[config.mk]
export PLATFORM = sky130hd
export DESIGN_NAME = iqp_host_port
export DESIGN_NICKNAME = d
export VERILOG_FILES = /design/src/inc/iqp_pkg.sv /design/src/rtl/iqp_host_port.sv
export SDC_FILE = /design/constraint.sdc
export NUM_CORES = 1
export LEC_CHECK = 0
export BUFFER_PORTS_ARGS = -buffer_cell sky130_fd_sc_hd__buf_2
export CORE_MARGIN = 8
export CORE_UTILIZATION = 63
export DETAILED_ROUTE_END_ITERATION = 10
export GPL_TIMING_DRIVEN = 1
export PLACE_DENSITY = 0.86
export SLEW_MARGIN = 0
export SYNTH_ARGS = -nofsm -noshare
export SYNTH_HDL_FRONTEND = slang
export SYNTH_SLANG_ARGS = --single-unit
[constraint.sdc]
create_clock -name ref_clk -period 9.6 [get_ports ref_clk]
set_clock_uncertainty 0.2 [all_clocks]
set_input_delay 1.92 -clock ref_clk [delete_from_list [all_inputs] [get_ports ref_clk]]
set_output_delay 1.92 -clock ref_clk [all_outputs]
set_load 0.01 [all_outputs]
[src/inc/iqp_pkg.sv]
// constants for the isa i/o host port with event report queue
// How it works
// - pointer bits 11..0 address selected register
// - pointer bits 14..12 read 011, writes ignored
// - pointer bit 15 selects auto-increment
// - auto-increment advances pointer one word per access
// - port 0 low word, port 1 high word; with auto-increment both use the pointer
// - respond only aen low and address hit
// - bus state bit 8 reports space available
// - space event interrupts when buffer config enables
// - bus state bit 7 flags bad length
// - receive readout gives status, length, then data
// - event sets register, queues report, raises request
// - many rx/tx reports, one of others
// - reports leave in fixed priority order
// - queue read clears reported event register (miss/collision counters kept), advances
// - empty queue reads zero word
// - queue word: number low six, contents upper ten
// - request only with global enable bit 15
// - first read drops request; hold 1.6 us
// - select register picks pin or tri-states all
// - only frame data from destination onward transferred
// - sixteen locations, base 300h after reset
package iqp_pkg;
  // i/o port offsets inside the 16-location window
  localparam logic [3:0] OFS_FRAME0 = 4'h0;
  localparam logic [3:0] OFS_FRAME1 = 4'h2;
  localparam logic [3:0] OFS_TRANSMIT_COMMAND_WORD = 4'h4;
  localparam logic [3:0] OFS_TXLEN = 4'h6;
  localparam logic [3:0] OFS_QUEUE = 4'h8;
  localparam logic [3:0] OFS_PTR = 4'ha;
  localparam logic [3:0] OFS_DATA0 = 4'hc;
  localparam logic [3:0] OFS_DATA1 = 4'he;
  localparam logic [15:0] IO_BASE_RST = 16'h0300;
  // pointer fields
  localparam int PTR_AINC_BIT = 15;
  localparam logic [2:0] PTR_FIXED = 3'b011;
  localparam logic [11:0] PTR_STEP = 12'h002;
  // internal register addresses
  localparam logic [11:0] A_IRQ_NUM = 12'h022;
  localparam logic [11:0] A_BUF_CFG = 12'h10a;
  localparam logic [11:0] A_BUS_CTL = 12'h116;
  localparam logic [11:0] A_QUEUE = 12'h120;
  localparam logic [11:0] A_RX_EV = 12'h124;
  localparam logic [11:0] A_TX_EV = 12'h128;
  localparam logic [11:0] A_BUF_EV = 12'h12c;
  localparam logic [11:0] A_MISS = 12'h130;
  localparam logic [11:0] A_COL = 12'h132;
  localparam logic [11:0] A_BUS_ST = 12'h138;
  localparam logic [11:0] A_RX_STAT = 12'h400;
  localparam logic [11:0] A_RX_LEN = 12'h402;
  // report register numbers
  localparam logic [5:0] N_RX_EV = 6'h04;
  localparam logic [5:0] N_TX_EV = 6'h08;
  localparam logic [5:0] N_BUF_EV = 6'h0c;
  localparam logic [5:0] N_MISS = 6'h10;
  localparam logic [5:0] N_COL = 6'h12;
  localparam logic [5:0] N_BUF_CFG = 6'h0b;
  localparam logic [5:0] N_BUS_CTL = 6'h17;
  localparam logic [5:0] N_BUS_ST = 6'h18;
  // field positions
  localparam int BUS_CTL_IRQ_EN = 15;
  localparam int BUS_ST_SPACE = 8;
  localparam int BUS_ST_LEN_ERR = 7;
  localparam logic [9:0] CFG_RST = 10'h000;
  localparam logic [2:0] IRQ_SEL_RST = 3'h4;
  localparam logic [15:0] NULL_WORD = 16'h0000;
  // request hold time
  localparam int IRQ_HOLD_NS = 1600;
  localparam int CLK_NS = 25;
  localparam int IRQ_HOLD_CYC = (IRQ_HOLD_NS + CLK_NS - 1) / CLK_NS;
  localparam int RX_CNT_W = 3;
  typedef enum logic [1:0] {IQP_RX_IDLE, IQP_RX_STAT, IQP_RX_LEN,
    IQP_RX_BODY} iqp_rx_st_t;
endpackage

[src/rtl/iqp_host_port.sv]
// isa i/o host port: register window, frame ports and event queue
`timescale 1ns/1ps

////////////////////////////////////////////////////////////////////////////
// two-entry buffer, head word held in a flip-flop
module iqp_buf2 #(
  parameter int W = 16
) (
  input wire logic ref_clk,
  input wire logic rst_n,
  input wire logic in_valid,
  output logic in_ready,
  input wire logic [W-1:0] in_data,
  output logic out_valid,
  input wire logic out_ready,
  output logic [W-1:0] out_data
);
  logic [W-1:0] e0_r;
  logic [W-1:0] e1_r;
  logic v0_r;
  logic v1_r;
  logic push;
  logic pop;
  assign in_ready = ~v1_r;
  assign out_valid = v0_r;
  assign out_data = e0_r;
  assign push = in_valid & ~v1_r;
  assign pop = v0_r & out_ready;
  // shift on pop, fill lowest free slot on push
  always_ff @(posedge ref_clk or negedge rst_n) begin
    if (!rst_n) begin
      e0_r <= '0;
      e1_r <= '0;
      v0_r <= 1'b0;
      v1_r <= 1'b0;
    end else begin
      if (pop) begin
        e0_r <= (push && !v1_r) ? in_data : e1_r;
        v0_r <= v1_r | push;
        if (push && v1_r) e1_r <= in_data;
        v1_r <= 1'b0;
      end else if (push) begin
        if (!v0_r) begin
          e0_r <= in_data;
          v0_r <= 1'b1;
        end else begin
          e1_r <= in_data;
          v1_r <= 1'b1;
        end
      end
    end
  end
endmodule

////////////////////////////////////////////////////////////////////////////
// top: isa slave, window registers, bid, receive readout, queue
module iqp_host_port #(
  parameter logic [15:0] IO_BASE = iqp_pkg::IO_BASE_RST,
  parameter int NUM_IRQ = 4
) (
  input wire logic ref_clk,
  input wire logic rst_n,
  input wire logic [15:0] sa,
  input wire logic aen,
  input wire logic ior_n,
  input wire logic iow_n,
  input wire logic [15:0] sd_in,
  output logic [15:0] sd_out,
  output logic sd_oe,
  output logic io_chrdy,
  output logic [NUM_IRQ-1:0] interrupt_request_pin,
  output logic [NUM_IRQ-1:0] interrupt_request_oe,
  output logic [15:0] transmit_command_word,
  output logic [15:0] transmit_length_word,
  output logic tx_bid_stb,
  input wire logic tx_space_available_now,
  input wire logic tx_request_length_error,
  output logic [15:0] tx_data,
  output logic tx_data_valid,
  input wire logic tx_data_ready,
  input wire logic rx_frame_start,
  input wire logic [15:0] rx_frame_status,
  input wire logic [15:0] rx_frame_length,
  input wire logic [15:0] rx_data,
  input wire logic rx_data_last,
  input wire logic rx_data_valid,
  output logic rx_data_ready,
  input wire logic rx_event_stb,
  input wire logic [9:0] rx_event_bits,
  input wire logic tx_event_stb,
  input wire logic [9:0] tx_event_bits,
  input wire logic buf_event_stb,
  input wire logic [9:0] buf_event_bits,
  input wire logic missed_frame_stb,
  input wire logic collision_stb
);
  localparam int HOLD_W = $clog2(iqp_pkg::IRQ_HOLD_CYC + 1);
  localparam logic [HOLD_W-1:0] HOLD_LD =
    HOLD_W'(iqp_pkg::IRQ_HOLD_CYC);

  logic hit;
  logic rd_act_r;
  logic wr_act_r;
  logic rd_go;
  logic wr_go;
  logic [3:0] ofs;
  logic [15:0] ptr_r;
  logic [11:0] dp_addr;
  logic [15:0] win_rd;
  logic [15:0] rd_word;
  logic [9:0] buf_cfg_r;
  logic [9:0] bus_ctl_r;
  logic [2:0] irq_sel_r;
  logic [9:0] rx_ev_r;
  logic [9:0] tx_ev_r;
  logic [9:0] buf_ev_r;
  logic [9:0] miss_cnt_r;
  logic [9:0] col_cnt_r;
  logic miss_rep_r;
  logic col_rep_r;
  logic [iqp_pkg::RX_CNT_W-1:0] rx_rep_r;
  logic [iqp_pkg::RX_CNT_W-1:0] tx_rep_r;
  logic buf_rep_r;
  logic [15:0] q_word;
  logic q_rd;
  logic q_empty;
  logic irq_r;
  logic hold_r;
  logic null_seen_r;
  logic [HOLD_W-1:0] hold_cnt_r;
  logic [15:0] rx_stat_r;
  logic [15:0] rx_len_r;
  iqp_pkg::iqp_rx_st_t rx_st_r;
  logic frame_rd;
  logic [16:0] rxb_data;
  logic rxb_valid;
  logic rx_pop;
  logic [15:0] txp_word_r;
  logic txp_v_r;
  logic txb_ready;
  logic buf_hit;

  ////////////////////////////////////////////////////////////////////////
  // address decode and cycle start detection
  // aen low and window hit
  assign hit = ~aen && (sa[15:4] == IO_BASE[15:4]);
  assign ofs = sa[3:0];
  assign rd_go = hit && !ior_n && !rd_act_r;
  assign wr_go = hit && !iow_n && !wr_act_r;
  assign q_rd = rd_go && (ofs == iqp_pkg::OFS_QUEUE);
  assign frame_rd = rd_go &&
    (ofs == iqp_pkg::OFS_FRAME0 || ofs == iqp_pkg::OFS_FRAME1);

  // one side effect per strobe
  always_ff @(posedge ref_clk or negedge rst_n) begin
    if (!rst_n) begin
      rd_act_r <= 1'b0;
      wr_act_r <= 1'b0;
    end else begin
      rd_act_r <= hit && !ior_n;
      wr_act_r <= hit && !iow_n;
    end
  end

  ////////////////////////////////////////////////////////////////////////
  // register window pointer
  // port 1 is the word above port 0 while auto-increment is off; with it set, both ports use the pointer
  assign dp_addr = (ofs == iqp_pkg::OFS_DATA1 && !ptr_r[15]) ?
    ptr_r[11:0] + iqp_pkg::PTR_STEP : ptr_r[11:0];

  always_ff @(posedge ref_clk or negedge rst_n) begin
    if (!rst_n) begin
      ptr_r <= '0;
    end else if (wr_go && ofs == iqp_pkg::OFS_PTR) begin
      ptr_r <= {sd_in[15], 3'b000, sd_in[11:0]};
    end else if ((rd_go || wr_go) && ptr_r[iqp_pkg::PTR_AINC_BIT] &&
                 (ofs == iqp_pkg::OFS_DATA0 ||
                  ofs == iqp_pkg::OFS_DATA1)) begin
      ptr_r[11:0] <= ptr_r[11:0] + iqp_pkg::PTR_STEP;
    end
  end

  ////////////////////////////////////////////////////////////////////////
  // software-written configuration
  always_ff @(posedge ref_clk or negedge rst_n) begin
    if (!rst_n) begin
      buf_cfg_r <= iqp_pkg::CFG_RST;
      bus_ctl_r <= iqp_pkg::CFG_RST;
      irq_sel_r <= iqp_pkg::IRQ_SEL_RST;
    end else if (wr_go && (ofs == iqp_pkg::OFS_DATA0 ||
                           ofs == iqp_pkg::OFS_DATA1)) begin
      unique case (dp_addr)
        iqp_pkg::A_BUF_CFG: buf_cfg_r <= sd_in[15:6];
        iqp_pkg::A_BUS_CTL: bus_ctl_r <= sd_in[15:6];
        iqp_pkg::A_IRQ_NUM: irq_sel_r <= sd_in[2:0];
        default: ;
      endcase
    end
  end

  ////////////////////////////////////////////////////////////////////////
  // transmit bid capture
  always_ff @(posedge ref_clk or negedge rst_n) begin
    if (!rst_n) begin
      transmit_command_word <= '0;
      transmit_length_word <= '0;
      tx_bid_stb <= 1'b0;
    end else begin
      tx_bid_stb <= wr_go && (ofs == iqp_pkg::OFS_TXLEN);
      if (wr_go && ofs == iqp_pkg::OFS_TRANSMIT_COMMAND_WORD)
        transmit_command_word <= sd_in;
      if (wr_go && ofs == iqp_pkg::OFS_TXLEN)
        transmit_length_word <= sd_in;
    end
  end

  ////////////////////////////////////////////////////////////////////////
  // transmit frame words, stalled by io_chrdy when buffer is full
  always_ff @(posedge ref_clk or negedge rst_n) begin
    if (!rst_n) begin
      txp_v_r <= 1'b0;
      txp_word_r <= '0;
      io_chrdy <= 1'b1;
    end else begin
      // frame port writes feed the buffer
      if (wr_go && (ofs == iqp_pkg::OFS_FRAME0 ||
                    ofs == iqp_pkg::OFS_FRAME1)) begin
        txp_v_r <= 1'b1;
        txp_word_r <= sd_in;
      end else if (txb_ready) begin
        txp_v_r <= 1'b0;
      end
      io_chrdy <= !(txp_v_r && !txb_ready);
    end
  end

  iqp_buf2 #(.W(16)) u_tx_buf (
    .ref_clk(ref_clk),
    .rst_n(rst_n),
    .in_valid(txp_v_r),
    .in_ready(txb_ready),
    .in_data(txp_word_r),
    .out_valid(tx_data_valid),
    .out_ready(tx_data_ready),
    .out_data(tx_data)
  );

  ////////////////////////////////////////////////////////////////////////
  // receive readout: status, length, then frame words
  iqp_buf2 #(.W(17)) u_rx_buf (
    .ref_clk(ref_clk),
    .rst_n(rst_n),
    .in_valid(rx_data_valid),
    .in_ready(rx_data_ready),
    .in_data({rx_data_last, rx_data}),
    .out_valid(rxb_valid),
    .out_ready(rx_pop),
    .out_data(rxb_data)
  );

  // body words are frame data only
  assign rx_pop = frame_rd && rx_st_r == iqp_pkg::IQP_RX_BODY && rxb_valid;

  always_ff @(posedge ref_clk or negedge rst_n) begin
    if (!rst_n) begin
      rx_st_r <= iqp_pkg::IQP_RX_IDLE;
      rx_stat_r <= '0;
      rx_len_r <= '0;
    end else if (rx_frame_start) begin
      rx_st_r <= iqp_pkg::IQP_RX_STAT;
      rx_stat_r <= rx_frame_status;
      rx_len_r <= rx_frame_length;
    end else if (frame_rd) begin
      unique case (rx_st_r)
        iqp_pkg::IQP_RX_IDLE: rx_st_r <= iqp_pkg::IQP_RX_IDLE;
        iqp_pkg::IQP_RX_STAT: rx_st_r <= iqp_pkg::IQP_RX_LEN;
        iqp_pkg::IQP_RX_LEN: rx_st_r <= iqp_pkg::IQP_RX_BODY;
        iqp_pkg::IQP_RX_BODY:
          if (rx_pop && rxb_data[16]) rx_st_r <= iqp_pkg::IQP_RX_IDLE;
      endcase
    end
  end

  ////////////////////////////////////////////////////////////////////////
  // event registers and report bookkeeping
  assign buf_hit = buf_event_stb && |buf_event_bits;

  always_ff @(posedge ref_clk or negedge rst_n) begin
    if (!rst_n) begin
      rx_ev_r <= '0;
      tx_ev_r <= '0;
      buf_ev_r <= '0;
      rx_rep_r <= '0;
      tx_rep_r <= '0;
      buf_rep_r <= 1'b0;
    end else begin
      // clear the reported register; a new event wins
      if (q_rd && rx_rep_r != '0) begin
        rx_ev_r <= rx_event_stb ? rx_event_bits : '0;
        if (!rx_event_stb) rx_rep_r <= rx_rep_r - 1'b1;
      end else if (rx_event_stb) begin
        // set bits and queue a report
        rx_ev_r <= rx_ev_r | rx_event_bits;
        if (rx_rep_r != '1) rx_rep_r <= rx_rep_r + 1'b1;
      end
      if (q_rd && rx_rep_r == '0 && tx_rep_r != '0) begin
        tx_ev_r <= tx_event_stb ? tx_event_bits : '0;
        if (!tx_event_stb) tx_rep_r <= tx_rep_r - 1'b1;
      end else if (tx_event_stb) begin
        tx_ev_r <= tx_ev_r | tx_event_bits;
        if (tx_rep_r != '1) tx_rep_r <= tx_rep_r + 1'b1;
      end
      if (q_rd && q_word[5:0] == iqp_pkg::N_BUF_EV) begin
        buf_ev_r <= buf_hit ? buf_event_bits : '0;
        buf_rep_r <= buf_hit;
      end else if (buf_hit) begin
        buf_ev_r <= buf_ev_r | buf_event_bits;
        buf_rep_r <= 1'b1;
      end
    end
  end

  // counters whose wrap queues a single overflow report
  always_ff @(posedge ref_clk or negedge rst_n) begin
    if (!rst_n) begin
      miss_cnt_r <= '0;
      col_cnt_r <= '0;
      miss_rep_r <= 1'b0;
      col_rep_r <= 1'b0;
    end else begin
      if (missed_frame_stb) miss_cnt_r <= miss_cnt_r + 1'b1;
      if (collision_stb) col_cnt_r <= col_cnt_r + 1'b1;
      if (missed_frame_stb && miss_cnt_r == '1) miss_rep_r <= 1'b1;
      else if (q_rd && q_word[5:0] == iqp_pkg::N_MISS) miss_rep_r <= 1'b0;
      if (collision_stb && col_cnt_r == '1) col_rep_r <= 1'b1;
      else if (q_rd && q_word[5:0] == iqp_pkg::N_COL) col_rep_r <= 1'b0;
    end
  end

  always_comb begin
    if (rx_rep_r != '0) q_word = {rx_ev_r, iqp_pkg::N_RX_EV};
    else if (tx_rep_r != '0) q_word = {tx_ev_r, iqp_pkg::N_TX_EV};
    else if (buf_rep_r) q_word = {buf_ev_r, iqp_pkg::N_BUF_EV};
    else if (miss_rep_r) q_word = {miss_cnt_r, iqp_pkg::N_MISS};
    else if (col_rep_r) q_word = {col_cnt_r, iqp_pkg::N_COL};
    // empty queue gives the null word
    else q_word = iqp_pkg::NULL_WORD;
  end
  assign q_empty = (q_word == iqp_pkg::NULL_WORD);

  ////////////////////////////////////////////////////////////////////////
  // interrupt request with post-read hold
  always_ff @(posedge ref_clk or negedge rst_n) begin
    if (!rst_n) begin
      irq_r <= 1'b0;
      hold_r <= 1'b0;
      null_seen_r <= 1'b0;
      hold_cnt_r <= '0;
    end else if (q_rd && irq_r) begin
      irq_r <= 1'b0;
      hold_r <= 1'b1;
      hold_cnt_r <= HOLD_LD;
      null_seen_r <= q_empty;
    end else if (hold_r) begin
      if (hold_cnt_r != '0) hold_cnt_r <= hold_cnt_r - 1'b1;
      if (q_rd && q_empty) null_seen_r <= 1'b1;
      // longer of null read and hold time
      if (hold_cnt_r == '0 && (null_seen_r || (q_rd && q_empty)))
        hold_r <= 1'b0;
    end else if (!q_empty && bus_ctl_r[iqp_pkg::BUS_CTL_IRQ_EN - 6] &&
                 (rx_rep_r != '0 || tx_rep_r != '0 || miss_rep_r ||
                  col_rep_r || |(buf_ev_r & buf_cfg_r))) begin
      // buffer events need their config enable
      irq_r <= 1'b1;
    end
  end

  // route to the selected pin or float all
  genvar gi;
  generate
    for (gi = 0; gi < NUM_IRQ; gi++) begin : g_irq
      always_ff @(posedge ref_clk or negedge rst_n) begin
        if (!rst_n) begin
          interrupt_request_pin[gi] <= 1'b0;
          interrupt_request_oe[gi] <= 1'b0;
        end else begin
          interrupt_request_oe[gi] <= (irq_sel_r < 3'(NUM_IRQ));
          interrupt_request_pin[gi] <= irq_r && (irq_sel_r == 3'(gi));
        end
      end
    end
  endgenerate

  ////////////////////////////////////////////////////////////////////////
  // read data selection
  always_comb begin
    unique case (dp_addr)
      iqp_pkg::A_IRQ_NUM: win_rd = {13'h0000, irq_sel_r};
      iqp_pkg::A_BUF_CFG: win_rd = {buf_cfg_r, iqp_pkg::N_BUF_CFG};
      iqp_pkg::A_BUS_CTL: win_rd = {bus_ctl_r, iqp_pkg::N_BUS_CTL};
      iqp_pkg::A_QUEUE: win_rd = q_word;
      iqp_pkg::A_RX_EV: win_rd = {rx_ev_r, iqp_pkg::N_RX_EV};
      iqp_pkg::A_TX_EV: win_rd = {tx_ev_r, iqp_pkg::N_TX_EV};
      iqp_pkg::A_BUF_EV: win_rd = {buf_ev_r, iqp_pkg::N_BUF_EV};
      iqp_pkg::A_MISS: win_rd = {miss_cnt_r, iqp_pkg::N_MISS};
      iqp_pkg::A_COL: win_rd = {col_cnt_r, iqp_pkg::N_COL};
      iqp_pkg::A_BUS_ST: win_rd = {7'h00, tx_space_available_now,
        tx_request_length_error, 1'b0, iqp_pkg::N_BUS_ST};
      iqp_pkg::A_RX_STAT: win_rd = rx_stat_r;
      iqp_pkg::A_RX_LEN: win_rd = rx_len_r;
      default: win_rd = '0;
    endcase
  end

  always_comb begin
    unique case (ofs)
      iqp_pkg::OFS_FRAME0, iqp_pkg::OFS_FRAME1:
        unique case (rx_st_r)
          iqp_pkg::IQP_RX_STAT: rd_word = rx_stat_r;
          iqp_pkg::IQP_RX_LEN: rd_word = rx_len_r;
          iqp_pkg::IQP_RX_BODY: rd_word = rxb_valid ? rxb_data[15:0] : '0;
          default: rd_word = '0;
        endcase
      iqp_pkg::OFS_QUEUE: rd_word = q_word;
      iqp_pkg::OFS_PTR: rd_word = {ptr_r[15], iqp_pkg::PTR_FIXED,
                                   ptr_r[11:0]};
      iqp_pkg::OFS_DATA0, iqp_pkg::OFS_DATA1: rd_word = win_rd;
      default: rd_word = '0;
    endcase
  end

  // data latched at strobe start, driven while strobe low
  always_ff @(posedge ref_clk or negedge rst_n) begin
    if (!rst_n) begin
      sd_out <= '0;
      sd_oe <= 1'b0;
    end else begin
      if (rd_go) sd_out <= rd_word;
      // enabled only while the read strobe is low inside the IO_BASE window
      sd_oe <= hit && !ior_n;
    end
  end
endmodule

==> results.ini <==
[run_status]
status = completed

[drt]
drc = 0
first_pass_iters = 10
final_antenna_net_count = 0
vias = 12600
wl_per_cell_um = 25.0
wirelength_mm = 45.8
vias_per_cell = 6.90
drtIter0Drc = 1833

[clocking]
ctsResizeCount = 0
cts_root_buf = clkbuf_16
cts.sinks = 283
cts_buffer_depth = 3
post_cts_buffers = 0
htree_num_levels = 1
clk_pin_slew_ns = 0.06
postCtsHoldBufs = 0
cts_made_buffers = 29
cts_tree = yes
insertion_delay_ns = 0.58

[worst_setup_path]
cp_max_fo = 25
r2r_slack_ns = 5.24
path_cells = buf_2, nor4_1, nand4b_1, or3_1, buf_4, nor2_1, buf_4, nand3_1, inv_1, fa_1, a221oi_1, a21oi_1
rr_worst_depth = 9
crit_type = input port to flop
rr_endpoint = sd_out[7]
arrival_ns = 5.21
endpoint = tx_rep_r[1]
required_ns = 9.85
cpLargestDelayFamily = simple AND/OR/NAND/NOR gates
max_stage_delay_ns = 0.49
crit_cells = 12
slowest_stage = nand3_1
worstSetupStartpointType = input port
cp-end-kind = flop
r2r_start = ptr_r[1]
critPathBufInv = 4
startpoint = sa[5]
cp_common_cell = buf_4

[sta]
slew_headroom_pct = 14.6
fin_ws_ns = 4.64
tns_ns = 0
finalSetupViolCount = 0
tightest_slew_ns = 1.28
grt_setup_unrepaired = no
hold_viol = 0
period_minus_slack_ns = 4.96
slew_viol_final = 0
fin_crit_sh_pct = 51.7
fmax_mhz = 202

[power_and_ir_drop]
p_leak_nw = 7.68
power.density_mw_per_mm2 = 180
vdd_drop_max_v = 0.000187

[min_path]
hp-class = flop to flop

[logic_synthesis]
post_synth_xor_area_fraction_pct = 2.47
synth_flop_cell = dfrtp_1
yosysSeqAreaShare_pct = 48.6
synth_compound_area_share_pct = 18.1
synth-edff-count = 0
synth.area.mux_share_pct = 10.9
synth_area_leader_cell = dfrtp_1
synth.area.top_cells = dfrtp_1, mux2_2, nand2_1, a22o_1, a22oi_1
synth_common_cells = dfrtp_1, nand2_1, mux2_2
synth-async-reset-ratio_pct = 100
yosys.area_share.adder_pct = 1.05
synthesis.nets = 1513
synth_area_mm2 = 0.0146
synth_simple_gate_area_share_pct = 15.1
synth_top_area_share_pct = 48.3
ys_seq_elements = 283
syn_area_per_cell_um2 = 10.6
yosysWarnings = 0
yosysMostFrequentCell = dfrtp_1
synth_top_family_by_area = compound AO/OA/AOI/OAI gates
syn_inst = 1376
synth_cell_types = 89

[final_layout]
drive_above_1_share_pct = 28.2
nets = 1660
final_cells = 1832
synthToLayoutAreaGrowth_pct = 13.8

[global_routing]
overflow = 0
grt_usage_pct = 31.6
grt_start_max_net_pins = 184
antenna_found_initial = 2
grt_pass1_vias = 12400
grt_pass1_wl_mm = 70.7

[die]
fp.coreArea_mm2 = 0.0226
ios = 203
design.die.area_mm2 = 0.0282
die_h_um = 168
initial_core_util_pct = 64.3
rows = 55
fp.dieW_um = 168

[placement]
hpwl_mm = 32.4
portBuffers = 202
dp_slack_ns = 4.10
dp_cells = 1777
gp_congestion = 0.994

[flow_run]
cap_violations = 0

## routing by layer
metal  part of all wire, %  global-route usage [%]  vias to the layer above
li1                      -                       -                     5463
met1                    39                    41.9                     6153
met2                    44                    48.3                      859
met3                    11                    7.88                      169
met4                   5.3                    14.4                        0
met5                     0                       0                        -
## sequential cells by signal, indices dropped and copies added, names as in the netlist, 13 cells and up
signal	flops
u_rx_buf.e1_r	17
u_rx_buf.out_data	17
rx_len_r	16
rx_stat_r	16
sd_out	16
transmit_command_word	16
transmit_length_word	16
txp_word_r	16
u_tx_buf.e1_r	16
u_tx_buf.out_data	16
ptr_r	13
## logic make-up after synthesis
family / count (synthesis)
AND/OR/NAND/NOR: 424
adder cells (fa/ha/maj): 11
buffers and inverters: 125
XOR/XNOR: 41
AO/OA/AOI/OAI: 351
multiplexers: 141
flip-flops: 283
## power breakdown
| group | internal, mW | switching [mW] |
|---|---|---|
| clock network | 0.660 | 0.487 |
| registers | 1.30 | 0.144 |
| logic | 0.185 | 0.213 |
## worst register-to-register path, delay by kind of cell, from the launching register on
family	cells	cell delay, ns
flip-flops	1	0.77
AO/OA/AOI/OAI	4	1.19
AND/OR/NAND/NOR	4	1.63
adder cells (fa/ha/maj)	1	0.50
## how the worst min path moves through the flow
stage                     startpoint  cells past startpoint  slack [ns]       end
after floorplan              txp_v_r                      1        0.21  io_chrdy
after global placement       txp_v_r                      1        0.23  io_chrdy
after detailed placement     txp_v_r                      1        0.26  io_chrdy
after CTS                    txp_v_r                      1        0.27  io_chrdy
after global routing         txp_v_r                      1        0.27  io_chrdy
final                        txp_v_r                      1        0.27  io_chrdy
## layout by cell type (no fill, tap or decap), types with 27 or more instances in the layout
master and count:
a21oi_1 49, a222oi_1 27, a22o_1 49, a22oi_1 46, buf_2 201, clkbuf_16 29
dfrtp_1 281, mux2_2 132, nand2_1 153, nand3_1 35, nand4_1 29, nor2_1 68
o21ai_0 44, o22ai_1 35
## metrics by stage
step / util [%] / instance area [µm²] / hold slack, ns / total power, mW
2_1_floorplan: - / 14600 / 0.211 / 1.66
3_3_place_gp: 69.0 / 15600 / 0.233 / 1.82
3_5_place_dp: 69.0 / 15600 / 0.256 / 1.85
4_1_cts: 73.2 / 16600 / 0.274 / 2.99
5_1_grt: 73.2 / 16600 / 0.273 / 3.08
6_report: 73.2 / 16600 / 0.271 / 2.99
## layout make-up
type                            count  area (µm²)
Multi-Input combinational cell    968        6940
Fill cell                        1572        6060
Antenna cell                        2        5.00
Clock inverter                     10         124
Clock buffer                       43         838
Inverter                           24        90.1
Sequential cell                   283        7080
Timing Repair Buffer              217        1150
Tap cell                          285         357
No activity file was read; power rests on OpenSTA's default activity.
